$ cat src/inc/crc_scan_pkg.sv
// Constants and types used by the CRC engine; its bit step does not use them.
// Assumes a byte-wide register port and a 16-bit program memory read port.
package crc_scan_pkg;
  localparam int DATA_W  = 8;
  localparam int ADDR_W  = 4;
  localparam int WORD_W  = 16;
  localparam int FADDR_W = 16;
  localparam int CNT_W   = 4;

  // Register offsets
  localparam logic [ADDR_W-1:0] OFS_MAIN_CONTROL = 4'h0;
  localparam logic [ADDR_W-1:0] OFS_LENGTH_CFG   = 4'h1;
  localparam logic [ADDR_W-1:0] OFS_DATA_LOW     = 4'h2;
  localparam logic [ADDR_W-1:0] OFS_DATA_HIGH    = 4'h3;
  localparam logic [ADDR_W-1:0] OFS_ACC_LOW      = 4'h4;
  localparam logic [ADDR_W-1:0] OFS_ACC_HIGH     = 4'h5;
  localparam logic [ADDR_W-1:0] OFS_POLY_LOW     = 4'h6;
  localparam logic [ADDR_W-1:0] OFS_POLY_HIGH    = 4'h7;
  localparam logic [ADDR_W-1:0] OFS_SCAN_CONTROL = 4'h8;
  localparam logic [ADDR_W-1:0] OFS_SCAN_LO_L    = 4'h9;
  localparam logic [ADDR_W-1:0] OFS_SCAN_LO_H    = 4'hA;
  localparam logic [ADDR_W-1:0] OFS_SCAN_HI_L    = 4'hB;
  localparam logic [ADDR_W-1:0] OFS_SCAN_HI_H    = 4'hC;
  localparam logic [ADDR_W-1:0] OFS_FLAGS        = 4'hD;
  localparam logic [ADDR_W-1:0] OFS_INT_ENABLE   = 4'hE;

  // Main control bits
  localparam int BIT_CRC_EN    = 7;
  localparam int BIT_CRC_GO    = 6;
  localparam int BIT_BUSY      = 5;
  localparam int BIT_AUGMENT   = 4;
  localparam int BIT_SHIFT_DIR = 1;
  localparam int BIT_FULL      = 0;
  // Length config fields
  localparam int POS_PLEN = 4;
  localparam int POS_DLEN = 0;
  // Scanner control bits
  localparam int BIT_SCAN_EN   = 7;
  localparam int BIT_SCAN_GO   = 6;
  localparam int BIT_SCAN_BUSY = 5;
  localparam int POS_SCAN_INTERRUPT_MODE      = 3;
  localparam int POS_MODE      = 0;
  // Flag and enable bits
  localparam int BIT_CRC_DONE  = 0;
  localparam int BIT_SCAN_DONE = 1;

  // Reset values and the largest top bit index
  localparam logic [DATA_W-1:0]  RST_BYTE = 8'h00;
  localparam logic [WORD_W-1:0]  RST_WORD = 16'h0000;
  localparam logic [FADDR_W-1:0] RST_ADDR = 16'h0000;
  localparam logic [CNT_W-1:0]   RST_CNT  = 4'h0;
  localparam logic [CNT_W-1:0]   TOP_MAX  = 4'hF;

  typedef enum logic [1:0] {
    ENG_WAIT,
    ENG_SHIFT,
    ENG_AUGMENT
  } engine_state_t;

  typedef enum logic [1:0] {
    SCN_IDLE,
    SCN_WAIT,
    SCN_FETCH
  } scan_state_t;
endpackage

$ cat src/verilog/crc_bit_step.sv
// One shift of the CRC accumulator with polynomial feedback.
// Assumes the caller masks nothing; width comes from the top bit index.
`timescale 1ns/1ps
module crc_bit_step (
  input  wire logic [15:0] acc,
  input  wire logic [15:0] poly,
  input  wire logic [3:0]  top_idx,
  input  wire logic        data_bit,
  output logic      [15:0] acc_next
);
  logic [15:0] mask;
  logic        feedback;
  logic [15:0] shifted;

  genvar i;
  generate
    for (i = 0; i < 16; i = i + 1) begin : g_mask
      assign mask[i] = (4'(i) <= top_idx);
    end
  endgenerate

  assign feedback = acc[top_idx] ^ data_bit;
  assign shifted  = {acc[14:0], 1'b0};
  assign acc_next = (shifted ^ (feedback ? poly : 16'h0000)) & mask;
endmodule

$ cat src/verilog/crc_scan_engine.sv
// CRC engine with program memory scanner behind a byte-wide register port.
// Assumes the memory answers a held read request with flash_valid on the same clock.
//
// Design decisions made here: strobed register access and the address map.
`timescale 1ns/1ps
module crc_scan_engine (
  input  wire logic        core_clk,
  input  wire logic        rst_n,
  input  wire logic        ce,
  input  wire logic [3:0]  reg_addr,
  input  wire logic [7:0]  reg_wdata,
  input  wire logic        reg_wr,
  input  wire logic        reg_rd,
  output logic      [7:0]  reg_rdata,
  output logic      [15:0] flash_addr,
  output logic             flash_rd,
  input  wire logic [15:0] flash_rdata,
  input  wire logic        flash_valid,
  input  wire logic        flash_unimpl,
  output logic             crc_irq,
  output logic             scan_irq
);
  logic                        rst_meta_reg;
  logic                        rst_sync_n;
  logic [7:0]                  main_ctrl_reg;
  logic [7:0]                  len_cfg_reg;
  logic [7:0]                  data_low_reg;
  logic [7:0]                  data_high_reg;
  logic                        pending_reg;
  logic [15:0]                 acc_reg;
  logic [15:0]                 poly_reg;
  logic                        scan_en_reg;
  logic                        scan_go_reg;
  logic                        scan_go_d_reg;
  logic [1:0]                  scan_scan_interrupt_mode_reg;
  logic [1:0]                  scan_mode_reg;
  logic [15:0]                 scan_lo_reg;
  logic [15:0]                 scan_hi_reg;
  logic [15:0]                 scan_addr_reg;
  logic                        crc_done_reg;
  logic                        scan_done_reg;
  logic                        crc_ie_reg;
  logic                        scan_ie_reg;
  logic                        busy_reg;
  logic [3:0]                  bit_cnt_reg;
  logic [15:0]                 shift_word_reg;
  crc_scan_pkg::engine_state_t eng_state_reg;
  crc_scan_pkg::scan_state_t   scan_state_reg;
  logic [7:0]                  rd_mux;
  logic [15:0]                 acc_next;
  logic                        data_bit;
  logic [3:0]                  top_idx;
  logic [3:0]                  dlen;
  logic                        crc_go;
  logic                        eng_load;
  logic                        eng_finish;
  logic                        scan_active;
  logic                        scan_load;
  logic                        scan_stop;
  logic                        wr_scan;

  always_ff @(posedge core_clk or negedge rst_n) begin
    if (!rst_n) begin
      rst_meta_reg <= 1'b0;
      rst_sync_n   <= 1'b0;
    end else begin
      rst_meta_reg <= 1'b1;
      rst_sync_n   <= rst_meta_reg;
    end
  end

  assign wr_scan     = reg_wr && (reg_addr == crc_scan_pkg::OFS_SCAN_CONTROL);
  assign crc_go      = main_ctrl_reg[crc_scan_pkg::BIT_CRC_EN] &&
                       main_ctrl_reg[crc_scan_pkg::BIT_CRC_GO];
  assign dlen        = len_cfg_reg[crc_scan_pkg::POS_DLEN +: 4];
  // Width above 16 bits is clipped to the accumulator size
  assign top_idx     = (len_cfg_reg[crc_scan_pkg::POS_PLEN +: 4] == crc_scan_pkg::TOP_MAX) ?
                       crc_scan_pkg::TOP_MAX : len_cfg_reg[crc_scan_pkg::POS_PLEN +: 4] + 4'h1;
  assign scan_active = scan_en_reg && scan_go_reg;
  assign eng_load    = (eng_state_reg == crc_scan_pkg::ENG_WAIT) && crc_go && pending_reg;
  // Waiting on the scanner between words must not end the calculation
  assign eng_finish  = (eng_state_reg == crc_scan_pkg::ENG_WAIT) && busy_reg &&
                       !eng_load && !scan_active;
  assign scan_load   = (scan_state_reg == crc_scan_pkg::SCN_FETCH) && flash_valid &&
                       !flash_unimpl && scan_active;
  assign scan_stop   = (scan_state_reg == crc_scan_pkg::SCN_FETCH) && flash_valid &&
                       scan_active && (flash_unimpl || scan_addr_reg == scan_hi_reg);

  always_comb begin
    if (eng_state_reg == crc_scan_pkg::ENG_AUGMENT) begin
      data_bit = 1'b0;
    end else if (main_ctrl_reg[crc_scan_pkg::BIT_SHIFT_DIR]) begin
      data_bit = shift_word_reg[dlen];
    end else begin
      data_bit = shift_word_reg[0];
    end
  end

  crc_bit_step u_step (
    .acc      (acc_reg),
    .poly     (poly_reg),
    .top_idx  (top_idx),
    .data_bit (data_bit),
    .acc_next (acc_next)
  );

  // Control and configuration registers
  always_ff @(posedge core_clk or negedge rst_sync_n) begin
    if (!rst_sync_n) begin
      main_ctrl_reg <= crc_scan_pkg::RST_BYTE;
      len_cfg_reg   <= crc_scan_pkg::RST_BYTE;
      poly_reg      <= crc_scan_pkg::RST_WORD;
      scan_lo_reg   <= crc_scan_pkg::RST_ADDR;
      scan_hi_reg   <= crc_scan_pkg::RST_ADDR;
      scan_scan_interrupt_mode_reg <= 2'h0;
      scan_mode_reg <= 2'h0;
      scan_en_reg   <= 1'b0;
      crc_ie_reg    <= 1'b0;
      scan_ie_reg   <= 1'b0;
    end else if (ce && reg_wr) begin
      unique case (reg_addr)
        crc_scan_pkg::OFS_MAIN_CONTROL: main_ctrl_reg <= reg_wdata;
        crc_scan_pkg::OFS_LENGTH_CFG:   len_cfg_reg <= reg_wdata;
        crc_scan_pkg::OFS_POLY_LOW:     poly_reg[7:0] <= reg_wdata;
        crc_scan_pkg::OFS_POLY_HIGH:    poly_reg[15:8] <= reg_wdata;
        crc_scan_pkg::OFS_SCAN_LO_L:    scan_lo_reg[7:0] <= reg_wdata;
        crc_scan_pkg::OFS_SCAN_LO_H:    scan_lo_reg[15:8] <= reg_wdata;
        crc_scan_pkg::OFS_SCAN_HI_L:    scan_hi_reg[7:0] <= reg_wdata;
        crc_scan_pkg::OFS_SCAN_HI_H:    scan_hi_reg[15:8] <= reg_wdata;
        crc_scan_pkg::OFS_SCAN_CONTROL: begin
          scan_en_reg   <= reg_wdata[crc_scan_pkg::BIT_SCAN_EN];
          scan_scan_interrupt_mode_reg <= reg_wdata[crc_scan_pkg::POS_SCAN_INTERRUPT_MODE +: 2];
          scan_mode_reg <= reg_wdata[crc_scan_pkg::POS_MODE +: 2];
        end
        crc_scan_pkg::OFS_INT_ENABLE: begin
          crc_ie_reg  <= reg_wdata[crc_scan_pkg::BIT_CRC_DONE];
          scan_ie_reg <= reg_wdata[crc_scan_pkg::BIT_SCAN_DONE];
        end
        default: begin
        end
      endcase
    end
  end

  // Scan-go: software sets or aborts, the scanner clears it at the end
  always_ff @(posedge core_clk or negedge rst_sync_n) begin
    if (!rst_sync_n) begin
      scan_go_reg   <= 1'b0;
      scan_go_d_reg <= 1'b0;
    end else if (ce) begin
      scan_go_d_reg <= scan_go_reg;
      if (scan_stop) begin
        scan_go_reg <= 1'b0;
      end else if (wr_scan) begin
        scan_go_reg <= reg_wdata[crc_scan_pkg::BIT_SCAN_GO];
      end
    end
  end

  // Data registers are shared by software and the scanner
  always_ff @(posedge core_clk or negedge rst_sync_n) begin
    if (!rst_sync_n) begin
      data_low_reg  <= crc_scan_pkg::RST_BYTE;
      data_high_reg <= crc_scan_pkg::RST_BYTE;
      pending_reg   <= 1'b0;
    end else if (ce) begin
      if (scan_load) begin
        data_low_reg  <= flash_rdata[7:0];
        data_high_reg <= flash_rdata[15:8];
        pending_reg   <= 1'b1;
      end else if (reg_wr && reg_addr == crc_scan_pkg::OFS_DATA_LOW) begin
        data_low_reg <= reg_wdata;
        pending_reg  <= 1'b1;
      end else begin
        if (reg_wr && reg_addr == crc_scan_pkg::OFS_DATA_HIGH) begin
          data_high_reg <= reg_wdata;
        end
        if (eng_load) begin
          pending_reg <= 1'b0;
        end
      end
    end
  end

  // Shift engine
  always_ff @(posedge core_clk or negedge rst_sync_n) begin
    if (!rst_sync_n) begin
      eng_state_reg  <= crc_scan_pkg::ENG_WAIT;
      busy_reg       <= 1'b0;
      bit_cnt_reg    <= crc_scan_pkg::RST_CNT;
      shift_word_reg <= crc_scan_pkg::RST_WORD;
      acc_reg        <= crc_scan_pkg::RST_WORD;
    end else if (ce) begin
      unique case (eng_state_reg)
        crc_scan_pkg::ENG_WAIT: begin
          if (eng_load) begin
            shift_word_reg <= {data_high_reg, data_low_reg};
            bit_cnt_reg    <= crc_scan_pkg::RST_CNT;
            busy_reg       <= 1'b1;
            eng_state_reg  <= crc_scan_pkg::ENG_SHIFT;
          end else if (eng_finish && main_ctrl_reg[crc_scan_pkg::BIT_AUGMENT]) begin
            bit_cnt_reg   <= crc_scan_pkg::RST_CNT;
            eng_state_reg <= crc_scan_pkg::ENG_AUGMENT;
          end else if (eng_finish) begin
            busy_reg <= 1'b0;
          end
        end
        crc_scan_pkg::ENG_SHIFT: begin
          acc_reg     <= acc_next;
          bit_cnt_reg <= bit_cnt_reg + 4'h1;
          if (main_ctrl_reg[crc_scan_pkg::BIT_SHIFT_DIR]) begin
            shift_word_reg <= {shift_word_reg[14:0], 1'b0};
          end else begin
            shift_word_reg <= {1'b0, shift_word_reg[15:1]};
          end
          if (bit_cnt_reg == dlen) begin
            eng_state_reg <= crc_scan_pkg::ENG_WAIT;
          end
        end
        crc_scan_pkg::ENG_AUGMENT: begin
          acc_reg     <= acc_next;
          bit_cnt_reg <= bit_cnt_reg + 4'h1;
          if (bit_cnt_reg == top_idx) begin
            busy_reg      <= 1'b0;
            eng_state_reg <= crc_scan_pkg::ENG_WAIT;
          end
        end
        default: begin
          eng_state_reg <= crc_scan_pkg::ENG_WAIT;
        end
      endcase
      if (!busy_reg && reg_wr && reg_addr == crc_scan_pkg::OFS_ACC_LOW) begin
        acc_reg[7:0] <= reg_wdata;
      end else if (!busy_reg && reg_wr && reg_addr == crc_scan_pkg::OFS_ACC_HIGH) begin
        acc_reg[15:8] <= reg_wdata;
      end
    end
  end

  // Memory scanner; every mode runs as back-to-back fetches paced by the engine
  always_ff @(posedge core_clk or negedge rst_sync_n) begin
    if (!rst_sync_n) begin
      scan_state_reg <= crc_scan_pkg::SCN_IDLE;
      scan_addr_reg  <= crc_scan_pkg::RST_ADDR;
      flash_addr     <= crc_scan_pkg::RST_ADDR;
      flash_rd       <= 1'b0;
    end else if (ce) begin
      if (!scan_active) begin
        scan_state_reg <= crc_scan_pkg::SCN_IDLE;
        flash_rd       <= 1'b0;
      end else begin
        unique case (scan_state_reg)
          crc_scan_pkg::SCN_IDLE: begin
            scan_addr_reg  <= scan_lo_reg;
            scan_state_reg <= crc_scan_pkg::SCN_WAIT;
          end
          crc_scan_pkg::SCN_WAIT: begin
            if (crc_go && !pending_reg) begin
              flash_addr     <= scan_addr_reg;
              flash_rd       <= 1'b1;
              scan_state_reg <= crc_scan_pkg::SCN_FETCH;
            end
          end
          crc_scan_pkg::SCN_FETCH: begin
            if (flash_valid) begin
              flash_rd      <= 1'b0;
              scan_addr_reg <= scan_addr_reg + 16'h0001;
              if (scan_stop) begin
                scan_state_reg <= crc_scan_pkg::SCN_IDLE;
              end else begin
                scan_state_reg <= crc_scan_pkg::SCN_WAIT;
              end
            end
          end
          default: begin
            scan_state_reg <= crc_scan_pkg::SCN_IDLE;
          end
        endcase
      end
    end
  end

  // Flags: hardware set wins over a software clear in the same cycle
  always_ff @(posedge core_clk or negedge rst_sync_n) begin
    if (!rst_sync_n) begin
      crc_done_reg  <= 1'b0;
      scan_done_reg <= 1'b0;
      crc_irq       <= 1'b0;
      scan_irq      <= 1'b0;
    end else if (ce) begin
      if ((eng_finish && !main_ctrl_reg[crc_scan_pkg::BIT_AUGMENT]) ||
          (eng_state_reg == crc_scan_pkg::ENG_AUGMENT && bit_cnt_reg == top_idx)) begin
        crc_done_reg <= 1'b1;
      end else if (reg_wr && reg_addr == crc_scan_pkg::OFS_FLAGS &&
                   reg_wdata[crc_scan_pkg::BIT_CRC_DONE]) begin
        crc_done_reg <= 1'b0;
      end
      if (scan_go_d_reg && !scan_go_reg) begin
        scan_done_reg <= 1'b1;
      end else if (reg_wr && reg_addr == crc_scan_pkg::OFS_FLAGS &&
                   reg_wdata[crc_scan_pkg::BIT_SCAN_DONE]) begin
        scan_done_reg <= 1'b0;
      end
      crc_irq  <= crc_done_reg && crc_ie_reg;
      scan_irq <= scan_done_reg && scan_ie_reg;
    end
  end

  always_comb begin
    rd_mux = crc_scan_pkg::RST_BYTE;
    unique case (reg_addr)
      crc_scan_pkg::OFS_MAIN_CONTROL: begin
        rd_mux = main_ctrl_reg;
        rd_mux[crc_scan_pkg::BIT_BUSY] = busy_reg;
        rd_mux[crc_scan_pkg::BIT_FULL] = pending_reg;
      end
      crc_scan_pkg::OFS_LENGTH_CFG:   rd_mux = len_cfg_reg;
      crc_scan_pkg::OFS_DATA_LOW:     rd_mux = data_low_reg;
      crc_scan_pkg::OFS_DATA_HIGH:    rd_mux = data_high_reg;
      crc_scan_pkg::OFS_ACC_LOW:      rd_mux = acc_reg[7:0];
      crc_scan_pkg::OFS_ACC_HIGH:     rd_mux = acc_reg[15:8];
      crc_scan_pkg::OFS_POLY_LOW:     rd_mux = poly_reg[7:0];
      crc_scan_pkg::OFS_POLY_HIGH:    rd_mux = poly_reg[15:8];
      crc_scan_pkg::OFS_SCAN_CONTROL: begin
        rd_mux[crc_scan_pkg::BIT_SCAN_EN]      = scan_en_reg;
        rd_mux[crc_scan_pkg::BIT_SCAN_GO]      = scan_go_reg;
        rd_mux[crc_scan_pkg::BIT_SCAN_BUSY]    = scan_state_reg != crc_scan_pkg::SCN_IDLE;
        rd_mux[crc_scan_pkg::POS_SCAN_INTERRUPT_MODE +: 2]    = scan_scan_interrupt_mode_reg;
        rd_mux[crc_scan_pkg::POS_MODE +: 2]    = scan_mode_reg;
      end
      crc_scan_pkg::OFS_SCAN_LO_L:    rd_mux = scan_lo_reg[7:0];
      crc_scan_pkg::OFS_SCAN_LO_H:    rd_mux = scan_lo_reg[15:8];
      crc_scan_pkg::OFS_SCAN_HI_L:    rd_mux = scan_hi_reg[7:0];
      crc_scan_pkg::OFS_SCAN_HI_H:    rd_mux = scan_hi_reg[15:8];
      crc_scan_pkg::OFS_FLAGS: begin
        rd_mux[crc_scan_pkg::BIT_CRC_DONE]  = crc_done_reg;
        rd_mux[crc_scan_pkg::BIT_SCAN_DONE] = scan_done_reg;
      end
      crc_scan_pkg::OFS_INT_ENABLE: begin
        rd_mux[crc_scan_pkg::BIT_CRC_DONE]  = crc_ie_reg;
        rd_mux[crc_scan_pkg::BIT_SCAN_DONE] = scan_ie_reg;
      end
      default: rd_mux = crc_scan_pkg::RST_BYTE;
    endcase
  end

  always_ff @(posedge core_clk or negedge rst_sync_n) begin
    if (!rst_sync_n) begin
      reg_rdata <= crc_scan_pkg::RST_BYTE;
    end else if (ce) begin
      reg_rdata <= reg_rd ? rd_mux : crc_scan_pkg::RST_BYTE;
    end
  end

  AST_LOW_WRITE_QUEUES: assert property (@(posedge core_clk) disable iff (!rst_sync_n)
    ce && reg_wr && reg_addr == crc_scan_pkg::OFS_DATA_LOW |=> pending_reg)
    else $error("low byte write did not queue a word");
  AST_GO_STARTS_SHIFT: assert property (@(posedge core_clk) disable iff (!rst_sync_n)
    ce && eng_load |=> eng_state_reg == crc_scan_pkg::ENG_SHIFT && busy_reg)
    else $error("queued word not taken with go set");
  AST_SHIFT_COUNT: assert property (@(posedge core_clk) disable iff (!rst_sync_n)
    eng_state_reg == crc_scan_pkg::ENG_SHIFT |-> bit_cnt_reg <= dlen)
    else $error("shift count ran past data length");
  AST_DONE_CLEARS_BUSY: assert property (@(posedge core_clk) disable iff (!rst_sync_n)
    $rose(crc_done_reg) |-> !busy_reg && $past(busy_reg))
    else $error("done flag without busy falling");
  AST_SHIFT_BUSY: assert property (@(posedge core_clk) disable iff (!rst_sync_n)
    eng_state_reg != crc_scan_pkg::ENG_WAIT |-> busy_reg)
    else $error("busy low while shifting");
  AST_STOP_CLEARS_GO: assert property (@(posedge core_clk) disable iff (!rst_sync_n)
    ce && scan_stop |=> !scan_go_reg && scan_state_reg == crc_scan_pkg::SCN_IDLE)
    else $error("scanner kept running after its end");
  AST_FALL_SETS_FLAG: assert property (@(posedge core_clk) disable iff (!rst_sync_n)
    ce && scan_go_d_reg && !scan_go_reg |=> scan_done_reg)
    else $error("scan-go fall did not set the done flag");
  AST_FETCH_WHEN_READY: assert property (@(posedge core_clk) disable iff (!rst_sync_n)
    $rose(flash_rd) |-> $past(crc_go) && !$past(pending_reg))
    else $error("fetch before engine was ready");
  AST_DISABLE_RESETS: assert property (@(posedge core_clk) disable iff (!rst_sync_n)
    ce && !scan_en_reg |=> scan_state_reg == crc_scan_pkg::SCN_IDLE && !flash_rd)
    else $error("scanner state survived disable");
endmodule

$ cat config.mk
export PLATFORM = sky130hd
export DESIGN_NAME = crc_scan_engine
export DESIGN_NICKNAME = d
export VERILOG_FILES = /design/src/inc/crc_scan_pkg.sv /design/src/verilog/crc_bit_step.sv /design/src/verilog/crc_scan_engine.sv
export SDC_FILE = /design/constraint.sdc
export NUM_CORES = 1
export LEC_CHECK = 0
export BUFFER_PORTS_ARGS = -buffer_cell sky130_fd_sc_hd__buf_2
export CORE_MARGIN = 3
export CORE_UTILIZATION = 53
export DETAILED_ROUTE_END_ITERATION = 8
export PLACE_DENSITY_LB_ADDON = 0.05
export SLEW_MARGIN = 20
export SYNTH_ARGS = -nofsm -noshare
export SYNTH_HDL_FRONTEND = slang
export SYNTH_SLANG_ARGS = --single-unit
export TNS_END_PERCENT = 50
$ cat constraint.sdc
create_clock -name core_clk -period 5.2 [get_ports core_clk]
set_input_delay 0.78 -clock core_clk [delete_from_list [all_inputs] [get_ports core_clk]]
set_output_delay 0.78 -clock core_clk [all_outputs]
set_load 0.01 [all_outputs]
==> out/metrics.yaml <==
outcome: "completed"
fin_nets: 1174
async_flop_share_pct: 100.0
dr.pass1.iters: 5
vias_per_cell: 6.517
synth-edff-count: 0
clockBufferDepth: 2
hp-class: "primary input to asynchronous set/reset pin"
root_buffer: "clkbuf_16"
drive_gt1_share_pct: 19.83
end_kind: "flip-flop"
switching_share_pct: 41.55
pwr-share-seq_pct: 43.9
finalCritPeriodShare_pct: 72.75
antenna_found_initial: 0
power_frac_comb_pct: 31.1
port_buffers: 61
drc: 0
cts_tree: "yes"
area_delta_synth_final_pct: 8.610
htreeDepth: 4
grt_max_degree: 138
path_cells: "ha_1 -> inv_2 -> o21ai_1 -> a211oi_1 -> a22o_1 -> buf_4 -> nor4_1 -> a2111oi_1 -> nand3_1"
drt_iter0_drc: 1056
die_w_um: 148.1
p_leak_nw: 4.985
avgRoutedWirePerCell_um: 23.64
hold_slack_ps: 100.3
clk_pin_slew_ps: 80
fp.dieH_um: 148.1
cp_num_buf_inv: 2
syn_nets: 1164
power.switching_mw: 2.109
worstMarginPinSlew_ps: 1077
cts_resized: 0
dp.cells: 1378
cts_sinks: 176
final_area_um2: 11620
syn_area_per_cell_um2: 9.532
slew_viol_final: 0
cts_buffers: 17
synth_seq_area_share_pct: 41.18
setup_viol: 0
synth_area_um2: 10700
maxCapViolCount: 0
critical_path_class: "flip-flop to flip-flop"
p_int_mw: 2.967
ys_warn_count: 0
gr-total-overflow: 0
drt_wl_total_mm: 33.33
syn_inst: 1122
synthDistinctLibCells: 91
critical_path_arrival_ps: 4080
io_pins: 62
design.core.area_um2: 19650
vias: 9189
fin_skew_ps: 13.64
critical-path-top-delay-family: "compound AO/OA/AOI/OAI gates"
synth_seq_cells: 176
dieArea_um2: 21920
place_worst_setup_slack_ps: 1487
grt_pass1_wl_mm: 52.01
dpl.hpwl_mm: 23.51
rows: 51
hold_violations: 0
max-vdd-ir-drop_mv: 0.2167
antenna_cells: 0
clkLatencyLatePin_ps: 440
worst_slack_ps: 1417
antenna_left: 0
floorplan.initialDensity_pct: 54.42
critPathLaunchType: "flip-flop"
pwr-share-clk_pct: 25.0
hold_buffers: 0
instances_no_fill: 1410
rsz0062_at_grt: "no"
power.total_mw: 5.076
crit_path_top_delay_cell: "dfrtp_1"
dominantRegCellSynth: "dfrtp_1"
max_stage_delay_ps: 820
place_congestion: 0.9358
fin_util_pct: 59.10
grt.total_usage_pct: 30.71
path_max_fanout: 22
power_density_nw_per_um2: 436.9
grt_pass1_vias: 8684
finalSetupTns_ps: 0
max_slew_margin_pct: 28.21
required_ps: 5500
post-route-min-period_ps: 3783
post-cts-setup-buffers: 0
max_clock_freq_mhz: 264.3
place_area_um2: 11040
-- power by group through the flow --
stage,logic [mW],registers (mW),clock network [mW]
floorplan,1.30,1.99,0
global placement,1.53,2.24,0
detailed placement,1.56,2.24,0
CTS,1.56,2.21,1.28
global route,1.73,2.27,1.34
finish,1.58,2.23,1.27
-- cell usage after synthesis (all sizes together) (7+ instances only) --
cell type	number	area share (%)
dfrtp	176	41
nand2	131	4.6
mux2	94	9.9
o21ai	92	4.4
a21oi	61	2.9
nor2	60	2.3
clkbuf	52	1.8
nand3	35	1.7
buf	31	2.0
mux2i	26	2.4
nor4	26	1.5
inv	25	0.88
o22ai	23	1.4
nor2b	20	1.2
a221oi	19	1.7
nand3b	18	1.3
a211oi	17	1.2
and3	17	0.99
xor2	17	1.4
a22oi	14	0.98
nor3	14	0.89
a2111oi	12	1.1
o211ai	10	0.70
nand4	9	0.53
xnor2	9	0.74
a22o	8	0.66
a31oi	8	0.47
ha	7	0.82
mux4	7	1.5
-- cell families (layout without fill, tap and decap cells) --
kind of cell / Yosys count / in the layout / synth area share [%]
AND/OR/NAND/NOR: 365 / 365 / 17.61
AO/OA/AOI/OAI: 311 / 311 / 19.65
flip-flops: 176 / 176 / 41.18
multiplexers: 127 / 127 / 13.87
buffers and inverters: 109 / 132 / 4.703
XOR/XNOR: 26 / 26 / 2.129
adder cells (fa/ha/maj): 7 / 7 / 0.8189
other: 1 / 1 / 0.03506
-- layout make-up --
class                   instances  area, µm²
fillers                      1801       8038
flip-flops and latches        176       4408
inverters                      26      97.59
clock inverters                14      142.6
repair buffers                 74      415.4
multi-input cells             837       5792
clock buffers                  18      429.2
well taps                     265      331.6
-- placed cells by master (no fill, tap or decap), types with 17 or more instances in the layout --
cell | synthesis | final
dfrtp_1 | 176 | 175
nand2_1 | 130 | 130
mux2_2 | 88 | 88
o21ai_0 | 83 | 83
buf_2 | 13 | 61
a21oi_1 | 60 | 60
nor2_1 | 58 | 58
nand3_1 | 34 | 34
nor4_1 | 26 | 26
mux2i_1 | 26 | 26
inv_1 | 24 | 24
o22ai_1 | 22 | 22
nor2b_1 | 20 | 19
nand3b_1 | 18 | 18
and3_1 | 17 | 17
xor2_1 | 17 | 17
a211oi_1 | 17 | 17
a221oi_1 | 17 | 17
clkbuf_16 | 0 | 17
-- routing by layer --
layer / global-route usage [%] / part of all wire, %
met1: 42.46 / 43
met2: 47.82 / 46
met3: 6.216 / 7.4
met4: 12.33 / 3.9
met5: 0 / 0
-- worst paths after layout --
kind / startpoint / end / slack (ps) / cells after the start
worst max register to register: len_cfg_reg[4] / acc_reg[2] / 1420 / 9
min in group core_clk: rst_meta_reg / rst_sync_n / 360 / 0
worst min-delay path: rst_n / rst_sync_n / 100 / 1
worst max-delay path: len_cfg_reg[4] / acc_reg[2] / 1420 / 9
worst min register to register: rst_sync_n / data_high_reg[0] / 300 / 0
max in group asynchronous: rst_sync_n / acc_reg[12] / 3760 / 1
Power figures use the tool's default switching activity.
